**config.mk**
```make
export PLATFORM = sky130hd
export DESIGN_NAME = xcd_seq
export DESIGN_NICKNAME = d
export VERILOG_FILES = /design/src/xcd_pkg.sv /design/src/xcd_seq.sv
export SDC_FILE = /design/constraint.sdc
export NUM_CORES = 1
export LEC_CHECK = 0
export BUFFER_PORTS_ARGS = -buffer_cell sky130_fd_sc_hd__buf_4
export CORE_MARGIN = 2
export CORE_UTILIZATION = 50
export DETAILED_ROUTE_END_ITERATION = 6
export PLACE_DENSITY = 0.7
export SLEW_MARGIN = 20
export SYNTH_ARGS = -nofsm -noshare
export SYNTH_HDL_FRONTEND = slang
export SYNTH_SLANG_ARGS = --single-unit
```
**constraint.sdc**
```tcl
create_clock -name i_clk -period 4.2 [get_ports i_clk]
set_input_delay 0.84 -clock i_clk [delete_from_list [all_inputs] [get_ports i_clk]]
set_output_delay 0.84 -clock i_clk [all_outputs]
set_load 0.05 [all_outputs]
```
**src/xcd_pkg.sv**
```systemverilog
// package: timing constants, states and carriers for the x-cap discharge sequencer
`default_nettype none
package xcd_pkg;
	localparam int unsigned CLK_HZ       = 200_000_000;
	localparam int unsigned STEP_MS      = 12;
	localparam int unsigned LAST_MS      = 48;
	localparam int unsigned DISCH_MS     = 300;
	localparam int unsigned BLANK_MS     = 700;
	localparam int unsigned DET_MS       = 84;
	localparam int unsigned CYC_PER_MS   = CLK_HZ / 1000;
	localparam int unsigned STEP_CYC     = STEP_MS * CYC_PER_MS;
	localparam int unsigned LAST_CYC     = LAST_MS * CYC_PER_MS;
	localparam int unsigned DISCH_CYC    = DISCH_MS * CYC_PER_MS;
	localparam int unsigned BLANK_CYC    = BLANK_MS * CYC_PER_MS;
	localparam int unsigned TMR_W        = 28;
	localparam int unsigned LVL_W        = 2;
	localparam logic [LVL_W-1:0] LVL_LOW = 2'h0;
	localparam logic [LVL_W-1:0] LVL_TOP = 2'h3;

	typedef enum logic [2:0] {
		XCD_SHORT_CHK = 3'h0,
		XCD_DETECT    = 3'h1,
		XCD_DISCHARGE = 3'h2,
		XCD_BLANK     = 3'h3,
		XCD_WAIT      = 3'h4,
		XCD_DISABLED  = 3'h5
	} xcd_state_type;

	// current commands toward the analog pin drivers
	typedef struct packed {
		logic             test_en;
		logic [LVL_W-1:0] test_lvl;
		logic             disch_en;
		logic             short_src_en;
	} xcd_drive_type;
endpackage
`default_nettype wire

```
**src/xcd_seq.sv**
```systemverilog
// x-capacitor discharge sequencer: short check, staircase detection, discharge, blanking
//
// Contract
// - a 6.5 V comparator crossing on the pins counts as a line zero-cross event
// - no crossing within 84 ms: discharge at most 300 ms, then 700 ms blanking
// - discharge sink is the 2 mA current, enabled only in discharge
// - discharge current never enabled unless line removal was confirmed
// - detection drives four test-current levels in increasing order
// - first three levels each advance after a 12 ms timeout without crossing
// - fourth level held 48 ms; only then discharge is entered
// - any crossing aborts higher steps and starts a 700 ms wait, no current
// - line-loss latch set on confirmed removal; discharge only while set
// - sequencer keeps running during supply restart cycles after faults
// - at first supply turn-on source 80 uA to test for a ground short
// - pin below 4 V before go first high: disable function permanently
`default_nettype none
module xcd_seq #(
	parameter int unsigned STEP_CYC  = xcd_pkg::STEP_CYC,
	parameter int unsigned LAST_CYC  = xcd_pkg::LAST_CYC,
	parameter int unsigned DISCH_CYC = xcd_pkg::DISCH_CYC,
	parameter int unsigned BLANK_CYC = xcd_pkg::BLANK_CYC
) (
	input  wire logic                  i_clk,
	input  wire logic                  i_rst,
	input  wire logic                  i_vdd_on,
	input  wire logic                  i_zc_cmp,
	input  wire logic                  i_short_cmp,
	input  wire logic                  i_run,
	output logic                       o_test_en,
	output logic [xcd_pkg::LVL_W-1:0]  o_test_lvl,
	output logic                       o_disch_en,
	output logic                       o_short_src_en,
	output logic                       o_line_loss_latch,
	output logic                       o_disabled
);

////////////////////////////////////////////////////////////////////////////////
// pin synchronisers: three flops, change accepted when stages two and three agree

	logic [2:0] zc_s_q, sh_s_q, run_s_q, vdd_s_q;
	logic       zc_q, sh_q, run_q, vdd_q, zc_prev_q;

	always_ff @(posedge i_clk or posedge i_rst) begin
		if (i_rst) begin
			zc_s_q  <= 3'h0;
			sh_s_q  <= 3'h0;
			run_s_q <= 3'h0;
			vdd_s_q <= 3'h0;
		end else begin
			zc_s_q  <= {zc_s_q[1:0], i_zc_cmp};
			sh_s_q  <= {sh_s_q[1:0], i_short_cmp};
			run_s_q <= {run_s_q[1:0], i_run};
			vdd_s_q <= {vdd_s_q[1:0], i_vdd_on};
		end
	end

	always_ff @(posedge i_clk or posedge i_rst) begin
		if (i_rst) begin
			zc_q      <= 1'b0;
			sh_q      <= 1'b0;
			run_q     <= 1'b0;
			vdd_q     <= 1'b0;
			zc_prev_q <= 1'b0;
		end else begin
			if (zc_s_q[1] == zc_s_q[2])
				zc_q <= zc_s_q[2];
			if (sh_s_q[1] == sh_s_q[2])
				sh_q <= sh_s_q[2];
			if (run_s_q[1] == run_s_q[2])
				run_q <= run_s_q[2];
			if (vdd_s_q[1] == vdd_s_q[2])
				vdd_q <= vdd_s_q[2];
			zc_prev_q <= zc_q;
		end
	end

	// comparator output crossing the zero-cross level, either direction
	logic zc_evt;
	assign zc_evt = zc_q ^ zc_prev_q;

////////////////////////////////////////////////////////////////////////////////
// sequencer

	xcd_pkg::xcd_state_type        state_q;
	logic [xcd_pkg::TMR_W-1:0]     tmr_q;
	logic [xcd_pkg::LVL_W-1:0]     lvl_q;
	logic                          latch_q;
	xcd_pkg::xcd_drive_type        drv_d, drv_q;

	function automatic logic expired(input logic [xcd_pkg::TMR_W-1:0] t, input int unsigned n);
		expired = (t >= xcd_pkg::TMR_W'(n - 1));
	endfunction

	logic step_done;
	assign step_done = (lvl_q == xcd_pkg::LVL_TOP) ? expired(tmr_q, LAST_CYC)
		: expired(tmr_q, STEP_CYC);

	// no supply-fault input: restart cycles do not disturb the sequence
	always_ff @(posedge i_clk or posedge i_rst) begin
		if (i_rst) begin
			state_q <= xcd_pkg::XCD_SHORT_CHK;
			tmr_q   <= '0;
			lvl_q   <= xcd_pkg::LVL_LOW;
			latch_q <= 1'b0;
		end else begin
			tmr_q <= tmr_q + 1'b1;
			unique case (state_q)
				xcd_pkg::XCD_SHORT_CHK: begin
					tmr_q <= '0;
					if (vdd_q && sh_q) begin
						state_q <= xcd_pkg::XCD_DISABLED;
					end else if (vdd_q && run_q) begin
						state_q <= xcd_pkg::XCD_DETECT;
						lvl_q   <= xcd_pkg::LVL_LOW;
					end
				end
				xcd_pkg::XCD_DETECT: begin
					if (zc_evt) begin
						state_q <= xcd_pkg::XCD_WAIT;
						tmr_q   <= '0;
					end else if (step_done) begin
						tmr_q <= '0;
						if (lvl_q == xcd_pkg::LVL_TOP) begin
							state_q <= xcd_pkg::XCD_DISCHARGE;
							latch_q <= 1'b1;
						end else begin
							lvl_q <= lvl_q + 1'b1;
						end
					end
				end
				xcd_pkg::XCD_DISCHARGE: begin
					if (expired(tmr_q, DISCH_CYC)) begin
						state_q <= xcd_pkg::XCD_BLANK;
						tmr_q   <= '0;
						latch_q <= 1'b0;
					end
				end
				xcd_pkg::XCD_BLANK, xcd_pkg::XCD_WAIT: begin
					if (expired(tmr_q, BLANK_CYC)) begin
						state_q <= xcd_pkg::XCD_DETECT;
						tmr_q   <= '0;
						lvl_q   <= xcd_pkg::LVL_LOW;
					end
				end
				xcd_pkg::XCD_DISABLED: begin
					tmr_q <= '0;
				end
				default: begin
					state_q <= xcd_pkg::XCD_DISABLED;
				end
			endcase
		end
	end

////////////////////////////////////////////////////////////////////////////////
// current commands, all registered

	always_comb begin
		drv_d              = '0;
		drv_d.test_en      = (state_q == xcd_pkg::XCD_DETECT);
		// level reads zero whenever no test current flows
		drv_d.test_lvl     = (state_q == xcd_pkg::XCD_DETECT) ? lvl_q : xcd_pkg::LVL_LOW;
		drv_d.disch_en     = (state_q == xcd_pkg::XCD_DISCHARGE) && latch_q;
		drv_d.short_src_en = (state_q == xcd_pkg::XCD_SHORT_CHK) && vdd_q;
	end

	always_ff @(posedge i_clk or posedge i_rst) begin
		if (i_rst) begin
			drv_q             <= '0;
			o_line_loss_latch <= 1'b0;
			o_disabled        <= 1'b0;
		end else begin
			drv_q             <= drv_d;
			o_line_loss_latch <= latch_q;
			o_disabled        <= (state_q == xcd_pkg::XCD_DISABLED);
		end
	end

	assign o_test_en      = drv_q.test_en;
	assign o_test_lvl     = drv_q.test_lvl;
	assign o_disch_en     = drv_q.disch_en;
	assign o_short_src_en = drv_q.short_src_en;

////////////////////////////////////////////////////////////////////////////////
// checks

	chk_disch_latch: assert property (@(posedge i_clk) disable iff (i_rst)
		o_disch_en |-> o_line_loss_latch)
		else $error("discharge without line-loss latch");
	chk_latch_set: assert property (@(posedge i_clk) disable iff (i_rst)
		$rose(latch_q) |-> $past(lvl_q) == xcd_pkg::LVL_TOP)
		else $error("latch set before top level");
	chk_zc_wait: assert property (@(posedge i_clk) disable iff (i_rst)
		(state_q == xcd_pkg::XCD_DETECT && zc_evt) |=> state_q == xcd_pkg::XCD_WAIT)
		else $error("crossing did not start wait");
	chk_wait_quiet: assert property (@(posedge i_clk) disable iff (i_rst)
		(state_q == xcd_pkg::XCD_WAIT) |=> !o_test_en && !o_disch_en)
		else $error("current during wait");
	chk_lvl_order: assert property (@(posedge i_clk) disable iff (i_rst)
		(state_q == xcd_pkg::XCD_DETECT && $changed(lvl_q) && $past(state_q) ==
		xcd_pkg::XCD_DETECT) |-> lvl_q == $past(lvl_q) + 2'h1)
		else $error("level not increasing by one");
	chk_step_time: assert property (@(posedge i_clk) disable iff (i_rst)
		(state_q == xcd_pkg::XCD_DETECT && lvl_q != xcd_pkg::LVL_TOP && !zc_evt &&
		tmr_q < xcd_pkg::TMR_W'(STEP_CYC - 1)) |=> lvl_q == $past(lvl_q))
		else $error("level advanced early");
	chk_disch_len: assert property (@(posedge i_clk) disable iff (i_rst)
		(state_q == xcd_pkg::XCD_DISCHARGE) |-> tmr_q < xcd_pkg::TMR_W'(DISCH_CYC))
		else $error("discharge too long");
	chk_restart: assert property (@(posedge i_clk) disable iff (i_rst)
		(state_q == xcd_pkg::XCD_DETECT && $past(state_q) != xcd_pkg::XCD_DETECT)
		|-> lvl_q == xcd_pkg::LVL_LOW && tmr_q == '0)
		else $error("detection restarted dirty");
	chk_disabled: assert property (@(posedge i_clk) disable iff (i_rst)
		(state_q == xcd_pkg::XCD_DISABLED) |=> state_q == xcd_pkg::XCD_DISABLED)
		else $error("left disabled state");

	cov_discharge: cover property (@(posedge i_clk) disable iff (i_rst)
		state_q == xcd_pkg::XCD_DISCHARGE);
	cov_wait: cover property (@(posedge i_clk) disable iff (i_rst)
		state_q == xcd_pkg::XCD_WAIT);
	cov_short: cover property (@(posedge i_clk) disable iff (i_rst)
		state_q == xcd_pkg::XCD_DISABLED);

endmodule
`default_nettype wire

```
==> load_flow_metrics.sql, run 1 <==
INSERT INTO impl_metrics (metric_group, metric, value, unit) VALUES
('run_status', 'outcome', 'complete, no violations', ''),
('power_and_ir_drop', 'power.density', '454', 'mW/mm^2'),
('cts', 'clk_latency', '0.34', 'ns'),
('cts', 'cts_setup_buffers', '0', ''),
('routing', 'first_pass_iters', '4', ''),
('worst_setup_path', 'largest_fanout_of_any_net_on_the_critical_path', '28', ''),
('floorplan', 'core_footprint', '0.00544', 'mm^2'),
('routing', 'via_per_inst', '5.52', ''),
('cts', 'clockRootBuffer', 'sky130_fd_sc_hd__clkbuf_8', ''),
('logic_synthesis', 'synth_warnings', '0', ''),
('timing', 'timing.final.setup_violations', '0', ''),
('worst_setup_path', 'setup.worst_path.class', 'reg2reg', ''),
('timing', 'final-max-slew-violation-count', '0', ''),
('cts', 'numCtsBuffers', '9', ''),
('final_layout', 'final_cell_mix', '58 x sky130_fd_sc_hd__dfrtp_1, 40 x sky130_fd_sc_hd__nor2_1, 17 x sky130_fd_sc_hd__nand2_1', ''),
('global_route', 'number_of_antenna_violations_at_the_first_check_in_global_routing', '0', ''),
('routing', 'drtAntennaViolNets', '0', ''),
('final_layout', 'postLayoutCoreUtil', '0.564', ''),
('logic_synthesis', 'synth_enable_flop_cells', '0', ''),
('placement', 'place.gp.congestion', '0.834', ''),
('logic_synthesis', 'synth_cell_type_count', '46', ''),
('logic_synthesis', 'netlist.area_leader.share', '0.524', ''),
('floorplan', 'dieArea', '0.00615', 'mm^2'),
('power_and_ir_drop', 'totalPowerFinal', '1390', 'uW'),
('power_and_ir_drop', 'worst_ir_drop_vdd', '0.291', 'mV'),
('floorplan', 'fp-row-count', '27', ''),
('logic_synthesis', 'ys_seq_area_frac', '0.524', ''),
('final_layout', 'area_taken_by_flip_flops_and_latches', '0.00145', 'mm^2'),
('floorplan', 'dieWidth', '78.4', 'um'),
('final_layout', 'final_layout_size_suffix_gt1_frac', '0.137', ''),
('worst_setup_path', 'setup.worst_path.end_class', 'flop', ''),
('final_layout', 'antenna-diode-count', '0', ''),
('worst_setup_path', 'worst_ep_arrival_time', '2.74', 'ns'),
('placement', 'placed_cell_area', '0.00289', 'mm^2'),
('timing', 'worst_slew_margin_rel', '0.526', ''),
('timing', 'postLayoutSetupSlackWorst', '1.67', 'ns'),
('logic_synthesis', 'synth_area_leaders', 'sky130_fd_sc_hd__dfrtp_1 52%, sky130_fd_sc_hd__nor2_1 5.4%, sky130_fd_sc_hd__xor2_1 4.7%', ''),
('timing', 'fmaxAchievable', '0.396', 'GHz'),
('cts', 'cts_buffer_depth', '2', ''),
('global_route', 'grt_pass1_vias', '1824', ''),
('floorplan', 'ioPinCount', '13', ''),
('routing', 'detail_route.iter0.violations', '157', ''),
('final_layout', 'layout-area-overhead-vs-synth', '10.8', '%'),
('cts', 'deepest_level_of_the_cts_h_tree', '3', ''),
('global_route', 'grt_first_pass_wirelength', '8660', 'um'),
('logic_synthesis', 'mappedNetlistArea', '0.00277', 'mm^2'),
('timing', 'tightest_slew', '0.710', 'ns'),
('routing', 'drc_errors', '0', ''),
('flow_run', 'drv.max_cap_violation_count', '0', ''),
('timing', 'hold_violations', '0', ''),
('worst_hold_path', 'hold_path.class', 'reg2reg', ''),
('worst_setup_path', 'worst-endpoint-required', '4.41', 'ns'),
('final_layout', 'stdcell_area', '0.00307', 'mm^2'),
('timing', 'rsz0062_at_grt', 'false', ''),
('cts', 'ctsHoldBuffers', '0', ''),
('final_layout', 'multi_input_logic_area', '0.00121', 'mm^2'),
('floorplan', 'dieHeight', '78.4', 'um'),
('logic_synthesis', 'synth_cells', '269', ''),
('cts', 'cts_tree', 'built', ''),
('worst_setup_path', 'worstSetupStartpointType', 'flop', ''),
('global_route', 'grt-ovfl-total', '0', ''),
('timing', 'final.period_utilization', '0.601', ''),
('placement', 'preCtsSetupSlack', '1.70', 'ns'),
('final_layout', 'fillerInstances', '459', ''),
('logic_synthesis', 'yosysTopAreaCell', 'sky130_fd_sc_hd__dfrtp_1', ''),
('logic_synthesis', 'synth.net_count', '277', ''),
('logic_synthesis', 'syn-mean-instance-area', '10.3', 'um^2'),
('timing', 'largest_clock_skew_in_the_final_design', '0.00543', 'ns'),
('routing', 'wl_per_cell', '13.8', 'um'),
('global_route', 'largest_net_degree_at_the_start_of_global_routing', '36', ''),
('placement', 'dp.final_hpwl', '3330', 'um');
per-layer routing:
metal	global-route usage	share of wire	vias up
li1	-	-	968
met2	0.261	0.46	46
met3	0.0575	0.048	9
met1	0.259	0.47	948
met5	0	0	-
met4	0.102	0.023	0
worst max-delay path: stages, from the launching register on:
cell and delay [ns]:
sky130_fd_sc_hd__dfrtp_1 0.45, sky130_fd_sc_hd__or4_1 0.59, sky130_fd_sc_hd__nor4_2 0.35, sky130_fd_sc_hd__o211a_1 0.25, sky130_fd_sc_hd__o2bb2ai_2 0.12, sky130_fd_sc_hd__a311oi_4 0.20
sky130_fd_sc_hd__buf_4 0.33, sky130_fd_sc_hd__nor2_1 0.10
power breakdown:
part | switching (uW) | internal, uW
clock | 225 | 229
combinational | 197 | 96.8
sequential | 44.8 | 600
total | 466 | 926
cell usage after synthesis, types with 2 or more instances:
cell,count
sky130_fd_sc_hd__mux2i_1,2
sky130_fd_sc_hd__a21oi_1,7
sky130_fd_sc_hd__o2111ai_1,3
sky130_fd_sc_hd__ha_1,2
sky130_fd_sc_hd__nand3_1,13
sky130_fd_sc_hd__maj3_1,4
sky130_fd_sc_hd__nand2_1,17
sky130_fd_sc_hd__nor4_2,2
sky130_fd_sc_hd__or3_1,2
sky130_fd_sc_hd__a21o_1,3
sky130_fd_sc_hd__and2_1,3
sky130_fd_sc_hd__nor3_1,11
sky130_fd_sc_hd__buf_6,3
sky130_fd_sc_hd__a31oi_2,2
sky130_fd_sc_hd__o21ai_0,6
sky130_fd_sc_hd__nor4_1,3
sky130_fd_sc_hd__nand4_1,6
sky130_fd_sc_hd__a31oi_1,2
sky130_fd_sc_hd__or4b_1,2
sky130_fd_sc_hd__xor2_1,15
sky130_fd_sc_hd__dfrtp_1,58
sky130_fd_sc_hd__clkbuf_1,10
sky130_fd_sc_hd__nor2_1,40
sky130_fd_sc_hd__nand2b_1,2
sky130_fd_sc_hd__nor2b_1,4
sky130_fd_sc_hd__and4_1,3
sky130_fd_sc_hd__inv_1,9
sky130_fd_sc_hd__or4_1,2
sky130_fd_sc_hd__xnor2_1,13
sky130_fd_sc_hd__and3_1,4
flip-flops by register name (all words and copies together) (netlist names):
register,count
lvl_q,2
vdd_s_q,3
vdd_q,1
run_s_q,3
run_q,1
o_disabled,1
state_q,3
sh_s_q,3
o_line_loss_latch,1
o_test_lvl,2
zc_q,1
latch_q,1
o_disch_en,1
zc_prev_q,1
zc_s_q,3
tmr_q,28
sh_q,1
o_test_en,1
o_short_src_en,1
per-stage QoR:
step	instances	hold WS, ns
5_1_grt	357	0.355
2_1_floorplan	269	0.331
6_report	357	0.350
3_5_place_dp	341	0.336
4_1_cts	357	0.352
3_3_place_gp	341	0.332
final timing paths:
check / startpoint / end / slack, ns / depth (start not counted)
worst min register to register: zc_s_q[0] / zc_s_q[1] / 0.35 / 0
max in group asynchronous: i_rst / o_disabled / 2.81 / 3
worst max-delay path: tmr_q[26] / tmr_q[5] / 1.67 / 7
worst max register to register: tmr_q[26] / tmr_q[5] / 1.67 / 7
worst min-delay path: zc_s_q[0] / zc_s_q[1] / 0.35 / 0
min in group asynchronous: i_rst / sh_s_q[0] / 0.62 / 2
cell families (layout without fill, tap and decap cells):
family	after synthesis	after routing	synth area share
buffers and inverters	23	39	0.0398
adders and majority gates	6	6	0.0235
DFF	58	58	0.524
and+or+nand+nor	116	116	0.212
xor gates and xnor gates	28	28	0.0886
muxes	2	2	0.00723
AOI/OAI and AO/OA	36	36	0.105
cell type report:
| cell class | count | share of cell area |
|---|---|---|
| sequential | 58 | 0.473 |
| timing repair buffer | 14 | 0.0343 |
| tap | 72 | 0.0294 |
| inverter | 9 | 0.0110 |
| clock inverter | 6 | 0.0135 |
| multi-input combinational | 188 | 0.394 |
| clock buffer | 10 | 0.0449 |
(Power assumes the default switching activity.)
==> run 2, diff against run 1 <==
==> constraint.sdc (replaced) <==
create_clock -name i_clk -period 2.5 [get_ports i_clk]
set_input_delay 0.5 -clock i_clk [delete_from_list [all_inputs] [get_ports i_clk]]
set_output_delay 0.5 -clock i_clk [all_outputs]
set_load 0.05 [all_outputs]
==> load_flow_metrics.sql, run 2 (synthesized netlist as in run 1, its figures left out) <==
INSERT INTO impl_metrics (metric_group, metric, value, unit) VALUES
('run_status', 'outcome', 'complete, no violations', ''),
('global_route', 'grt_pass1_vias', '1930', ''),
('timing', 'post-route-min-period', '2.36', 'ns'),
('timing', 'largest_clock_skew_in_the_final_design', '0.00698', 'ns'),
('final_layout', 'max_flop_register', 'tmr_q', ''),
('timing', 'hold_violations', '0', ''),
('routing', 'routed-via-count', '1983', ''),
('routing', 'via_per_inst', '5.39', ''),
('cts', 'clk_latency', '0.34', 'ns'),
('cts', 'numCtsBuffers', '9', ''),
('cts', 'clockRootBuffer', 'sky130_fd_sc_hd__clkbuf_8', ''),
('cts', 'cts_buffer_depth', '2', ''),
('routing', 'detail_route.iter0.violations', '141', ''),
('floorplan', 'ioPinCount', '13', ''),
('worst_setup_path', 'setup.worst_path.end_class', 'flop', ''),
('timing', 'worst_slew_margin_rel', '0.610', ''),
('final_layout', 'final_cell_mix', '58 x sky130_fd_sc_hd__dfrtp_1, 40 x sky130_fd_sc_hd__nor2_1, 23 x sky130_fd_sc_hd__buf_4', ''),
('floorplan', 'core_footprint', '0.00544', 'mm^2'),
('worst_setup_path', 'largest_fanout_of_any_net_on_the_critical_path', '28', ''),
('cts', 'cts_setup_buffers', '0', ''),
('flow_run', 'drv.max_cap_violation_count', '0', ''),
('placement', 'dp.final_hpwl', '3460', 'um'),
('floorplan', 'dieHeight', '78.4', 'um'),
('placement', 'buffer_ports.inserted', '12', ''),
('routing', 'drtAntennaViolNets', '0', ''),
('timing', 'postLayoutSetupSlackWorst', '0.140', 'ns'),
('floorplan', 'start_util', '0.509', ''),
('global_route', 'largest_net_degree_at_the_start_of_global_routing', '32', ''),
('timing', 'fmaxAchievable', '0.424', 'GHz'),
('timing', 'rsz0062_at_grt', 'false', ''),
('worst_setup_path', 'worstSetupStartpointType', 'flop', ''),
('global_route', 'grtUsageTotal', '0.192', ''),
('floorplan', 'fp-row-count', '27', ''),
('power_and_ir_drop', 'worst_ir_drop_vdd', '0.467', 'mV'),
('global_route', 'grt_first_pass_wirelength', '8970', 'um'),
('final_layout', 'final_layout_size_suffix_gt1_frac', '0.166', ''),
('worst_setup_path', 'setup.worst_path.class', 'reg2reg', ''),
('timing', 'final.setup.tns', '0', 'ns'),
('worst_setup_path', 'worst_ep_arrival_time', '2.58', 'ns'),
('cts', 'cts_tree', 'built', ''),
('power_and_ir_drop', 'p_leak', '0.00142', 'uW'),
('cts', 'tritoncts_num_sinks', '58', ''),
('timing', 'final.period_utilization', '0.944', ''),
('cts', 'deepest_level_of_the_cts_h_tree', '3', ''),
('worst_hold_path', 'hold_path.class', 'in2async', ''),
('cts', 'clk_pin_slew', '0.07', 'ns'),
('final_layout', 'layout-area-overhead-vs-synth', '17.9', '%'),
('final_layout', 'largest_register_ffs', '28', ''),
('floorplan', 'dieWidth', '78.4', 'um'),
('worst_setup_path', 'worst-endpoint-required', '2.72', 'ns'),
('routing', 'drc_errors', '0', ''),
('global_route', 'number_of_antenna_violations_at_the_first_check_in_global_routing', '0', ''),
('floorplan', 'dieArea', '0.00615', 'mm^2'),
('global_route', 'grt-ovfl-total', '0', ''),
('final_layout', 'mostFrequentLayoutCell', 'sky130_fd_sc_hd__dfrtp_1', ''),
('final_layout', 'final_stage_net_count', '299', ''),
('timing', 'timing.final.setup_violations', '0', ''),
('placement', 'place.gp.congestion', '0.861', ''),
('power_and_ir_drop', 'power.density', '825', 'mW/mm^2'),
('placement', 'preCtsSetupSlack', '0.139', 'ns'),
('routing', 'finalWirelength', '5060', 'um'),
('timing', 'tightest_slew', '0.585', 'ns'),
('routing', 'wl_per_cell', '13.8', 'um'),
('routing', 'first_pass_iters', '4', ''),
('timing', 'final-max-slew-violation-count', '0', ''),
('final_layout', 'antenna-diode-count', '0', '');
run 2: cell types whose count changed in the layout (fill, tap and decap cells not counted), sizes merged:
cell / previous run / this run
bufinv: 0 / 3
clkinvlp: 3 / 0
clkinv: 2 / 1
inv: 10 / 9
buf: 14 / 25
clkbuf: 10 / 12
run 2: path summary, 6_finish.rpt:
check | from | slack (ns) | endpoint | depth (start not counted)
worst max-delay path | tmr_q[24] | 0.14 | tmr_q[26] | 7
worst min-delay path | i_rst | 0.22 | run_s_q[0] | 2
worst max register to register | tmr_q[24] | 0.14 | tmr_q[26] | 7
worst min register to register | vdd_s_q[0] | 0.35 | vdd_s_q[1] | 0
max in group asynchronous | i_rst | 1.70 | tmr_q[21] | 3
min in group i_clk | i_vdd_on | 0.26 | vdd_s_q[0] | 1
run 2: per-stage QoR:
stage | util | std cells | hold WS, ns | cell area, um^2 | total power (uW)
3_3_place_gp | 0.551 | 352 | 0.332 | 3000 | 1640
2_1_floorplan | - | 269 | 0.331 | 2770 | 1510
5_1_grt | 0.600 | 368 | 0.241 | 3260 | 2830
4_1_cts | 0.596 | 368 | 0.232 | 3240 | 2710
3_5_place_dp | 0.551 | 352 | 0.335 | 3000 | 1650
6_report | 0.600 | 368 | 0.225 | 3260 | 2690
run 2: worst max-delay path: stages (launching register included):
cell	delay, ns
sky130_fd_sc_hd__dfrtp_1	0.46
sky130_fd_sc_hd__or4_4	0.57
sky130_fd_sc_hd__nor4_4	0.29
sky130_fd_sc_hd__o211a_1	0.23
sky130_fd_sc_hd__o2bb2ai_2	0.12
sky130_fd_sc_hd__a311oi_4	0.27
sky130_fd_sc_hd__buf_12	0.22
sky130_fd_sc_hd__nor2_1	0.08
run 2: final cells by class:
class / count / area [um^2]
clock inverters: 4 / 98.8
clock buffers: 12 / 145
inverters: 9 / 33.8
multi-input cells: 188 / 1230
well taps: 72 / 90.1
fillers: 469 / 2170
flip-flops and latches: 58 / 1450
repair buffers: 25 / 213
run 2: where the power goes:
part	total, uW	leakage [uW]	internal [uW]	switching [uW]
clock	1050	0.000121	692	359
combinational	556	0.000540	205	351
sequential	1090	0.000762	1010	78.0
total	2690	0.00142	1910	788
run 2: timing repair:
item / in CTS / in global routing
gates resized for setup: 0 / 3
hold endpoints to repair: 0 / 0
hold buffers: 0 / 0
endpoints found under the setup margin: 0 / 29
run 2: per-layer routing:
metal  vias up  GRT usage  part of all wire  routed length [um]
met1       938      0.268              0.50                2540
met4         0     0.0772            0.0097                  49
met3         9     0.0667             0.050                 254
met2        47      0.273              0.44                2220
li1        989          -                 -                   -
met5         -          0                 0                   0
==> run 3, diff against run 2 <==
--- a/config.mk
+++ b/config.mk
@@ -5,6 +5,7 @@
 export SDC_FILE = /design/constraint.sdc
 export NUM_CORES = 1
 export LEC_CHECK = 0
+export ABC_AREA = 1
 export BUFFER_PORTS_ARGS = -buffer_cell sky130_fd_sc_hd__buf_4
 export CORE_MARGIN = 2
 export CORE_UTILIZATION = 50
==> load_flow_metrics.sql, run 3 <==
INSERT INTO impl_metrics (metric_group, metric, value, unit) VALUES
('logic_synthesis', 'synth_warnings', '0', ''),
('worst_setup_path', 'largest_fanout_of_any_net_on_the_critical_path', '28', ''),
('timing', 'final.setup.tns', '0', 'ns'),
('cts', 'clockRootBuffer', 'sky130_fd_sc_hd__clkbuf_8', ''),
('logic_synthesis', 'netlist.area_leader.share', '0.431', ''),
('worst_setup_path', 'setup.worst_path.end_class', 'flop', ''),
('routing', 'via_per_inst', '5.34', ''),
('routing', 'detail_route.iter0.violations', '150', ''),
('worst_setup_path', 'worstSetupStartpointType', 'flop', ''),
('timing', 'hold_violations', '0', ''),
('logic_synthesis', 'synth_area_leaders', 'sky130_fd_sc_hd__dfrtp_1 43%, sky130_fd_sc_hd__nand2_1 9.2%, sky130_fd_sc_hd__xor2_1 6.2%', ''),
('final_layout', 'final_stage_net_count', '430', ''),
('global_route', 'grt_first_pass_wirelength', '12200', 'um'),
('placement', 'dp.final_hpwl', '5190', 'um'),
('cts', 'cts_buffer_depth', '2', ''),
('floorplan', 'core_footprint', '0.00642', 'mm^2'),
('timing', 'final-max-slew-violation-count', '0', ''),
('global_route', 'grt_pass1_vias', '2626', ''),
('cts', 'cts_tree', 'built', ''),
('final_layout', 'layout-area-overhead-vs-synth', '11.0', '%'),
('floorplan', 'dieHeight', '86.1', 'um'),
('routing', 'wl_met3', '298', 'um'),
('routing', 'dr_wl_met2', '3210', 'um'),
('worst_setup_path', 'worst_ep_arrival_time', '2.34', 'ns'),
('logic_synthesis', 'synth.net_count', '412', ''),
('cts', 'numCtsBuffers', '9', ''),
('global_route', 'largest_net_degree_at_the_start_of_global_routing', '32', ''),
('cts', 'cts_setup_buffers', '0', ''),
('worst_setup_path', 'worst-endpoint-required', '2.69', 'ns'),
('cts', 'deepest_level_of_the_cts_h_tree', '3', ''),
('timing', 'largest_clock_skew_in_the_final_design', '0.00942', 'ns'),
('worst_hold_path', 'hold_path.class', 'in2async', ''),
('flow_run', 'drv.max_cap_violation_count', '0', ''),
('logic_synthesis', 'asyncSetResetFlopFracSynth', '1.00', ''),
('routing', 'finalWirelength', '7000', 'um'),
('timing', 'final.period_utilization', '0.859', ''),
('worst_setup_path', 'timing.rr.start', 'tmr_q[0]', ''),
('floorplan', 'ioPinCount', '13', ''),
('timing', 'worst_slew_margin_rel', '0.618', ''),
('cts', 'ctsHoldBuffers', '0', ''),
('logic_synthesis', 'synth_enable_flop_cells', '0', ''),
('placement', 'preCtsSetupSlack', '0.351', 'ns'),
('final_layout', 'antenna-diode-count', '0', ''),
('floorplan', 'fp-row-count', '29', ''),
('worst_setup_path', 'setup.worst_path.class', 'reg2reg', ''),
('floorplan', 'dieWidth', '86.1', 'um'),
('floorplan', 'dieArea', '0.00741', 'mm^2'),
('placement', 'place.gp.congestion', '0.963', ''),
('timing', 'rsz0062_at_grt', 'false', ''),
('worst_setup_path', 'timing.critical_path.from', 'tmr_q[0]', ''),
('final_layout', 'max_flop_register', 'tmr_q', ''),
('cts', 'clk_pin_slew', '0.07', 'ns'),
('floorplan', 'start_util', '0.525', ''),
('logic_synthesis', 'synth_most_common_cell', 'sky130_fd_sc_hd__nand2_1', ''),
('routing', 'drtAntennaViolNets', '0', ''),
('routing', 'met1_length', '3300', 'um'),
('global_route', 'grtUsageTotal', '0.212', ''),
('logic_synthesis', 'ys_seq_area_frac', '0.431', ''),
('placement', 'post-place-cells', '488', ''),
('routing', 'first_pass_iters', '4', ''),
('final_layout', 'largest_register_ffs', '28', ''),
('timing', 'post-route-min-period', '2.15', 'ns'),
('timing', 'fmaxAchievable', '0.466', 'GHz'),
('logic_synthesis', 'mappedNetlistArea', '0.00337', 'mm^2'),
('cts', 'clk_latency', '0.34', 'ns'),
('power_and_ir_drop', 'power.density', '885', 'mW/mm^2'),
('cts', 'cts-resized-gates', '0', ''),
('timing', 'tightest_slew', '0.572', 'ns'),
('logic_synthesis', 'synth_flop_cell', 'sky130_fd_sc_hd__dfrtp_1', ''),
('logic_synthesis', 'yosysTopAreaCell', 'sky130_fd_sc_hd__dfrtp_1', ''),
('logic_synthesis', 'synth_cells', '404', ''),
('final_layout', 'finalNonFillerCells', '504', ''),
('timing', 'timing.final.setup_violations', '0', ''),
('power_and_ir_drop', 'worst_ir_drop_vdd', '0.520', 'mV'),
('logic_synthesis', 'syn-mean-instance-area', '8.34', 'um^2'),
('final_layout', 'final_layout_size_suffix_gt1_frac', '0.211', ''),
('routing', 'drc_errors', '0', ''),
('global_route', 'number_of_antenna_violations_at_the_first_check_in_global_routing', '0', ''),
('routing', 'topmost_layer_with_routed_signal_wires', 'met4', ''),
('logic_synthesis', 'post_synth_most_frequent_cells', '83 x sky130_fd_sc_hd__nand2_1, 58 x sky130_fd_sc_hd__dfrtp_1, 45 x sky130_fd_sc_hd__nor2_1', ''),
('timing', 'postLayoutSetupSlackWorst', '0.353', 'ns'),
('logic_synthesis', 'synth_cell_type_count', '38', ''),
('routing', 'routed-via-count', '2692', ''),
('run_status', 'outcome', 'complete, no violations', ''),
('final_layout', 'final_cell_mix', '83 x sky130_fd_sc_hd__nand2_1, 58 x sky130_fd_sc_hd__dfrtp_1, 45 x sky130_fd_sc_hd__nor2_1', ''),
('logic_synthesis', 'ys_ff_latch', '58', ''),
('final_layout', 'postLayoutCoreUtil', '0.583', ''),
('cts', 'tritoncts_num_sinks', '58', ''),
('placement', 'buffer_ports.inserted', '12', ''),
('routing', 'wl_per_cell', '13.9', 'um'),
('power_and_ir_drop', 'p_leak', '0.00166', 'uW'),
('global_route', 'grt-ovfl-total', '0', ''),
('final_layout', 'mostFrequentLayoutCell', 'sky130_fd_sc_hd__nand2_1', '');
-- run 3: stage by stage --
step	cell area, um^2	hold slack [ns]	power, uW
6_report	3740	0.218	3310
4_1_cts	3740	0.223	3330
3_3_place_gp	3520	0.332	2310
3_5_place_dp	3520	0.342	2340
5_1_grt	3740	0.242	3490
2_1_floorplan	3370	0.331	2220
-- run 3: layout make-up --
cell class                      instances  area [um^2]
Timing Repair Buffer                   15          138
Sequential cell                        58         1450
Multi-Input combinational cell        287         1640
Clock inverter                          7          101
Inverter                               51          191
Fill cell                             575         2680
Clock buffer                            9          124
Tap cell                               77         96.3
-- run 3: final timing paths --
| path | end | slack [ns] | depth (start not counted) |
|---|---|---|---|
| setup / recovery | tmr_q[1] | 0.35 | 12 |
| hold / removal | sh_s_q[1] | 0.22 | 2 |
| setup reg to reg | tmr_q[1] | 0.35 | 12 |
| hold reg to reg | vdd_s_q[1] | 0.35 | 0 |
| max in group asynchronous | tmr_q[17] | 1.72 | 3 |
| min in group i_clk | sh_s_q[0] | 0.26 | 1 |
-- run 3: critical path: stages (launching register included) --
cell and delay (ns):
sky130_fd_sc_hd__dfrtp_1 0.38, sky130_fd_sc_hd__ha_1 0.24, sky130_fd_sc_hd__nand2_1 0.09, sky130_fd_sc_hd__nor2_2 0.16
sky130_fd_sc_hd__nand2_2 0.09, sky130_fd_sc_hd__nand2_2 0.07, sky130_fd_sc_hd__nand2_2 0.05, sky130_fd_sc_hd__nand2_2 0.07
sky130_fd_sc_hd__nand2_2 0.07, sky130_fd_sc_hd__nand2_4 0.10, sky130_fd_sc_hd__nand2_4 0.09, sky130_fd_sc_hd__nor2_8 0.42
sky130_fd_sc_hd__a21boi_0 0.16
-- run 3: logic make-up after synthesis --
logic type | synth area share
buffers and inverters | 0.0828
DFF | 0.431
xor gates and xnor gates | 0.0676
AOI/OAI and AO/OA | 0.0951
adders and majority gates | 0.0193
and+or+nand+nor | 0.304
-- run 3: layer usage --
layer,vias up,track usage
met5,-,0
met4,0,0.104
met3,17,0.0452
met2,78,0.326
met1,1271,0.283
li1,1326,-
-- run 3: where the power goes --
part	total, uW	switching (uW)	internal, uW
sequential	1150	93.7	1060
clock	979	412	567
combinational	1180	831	346
total	3310	1340	1970
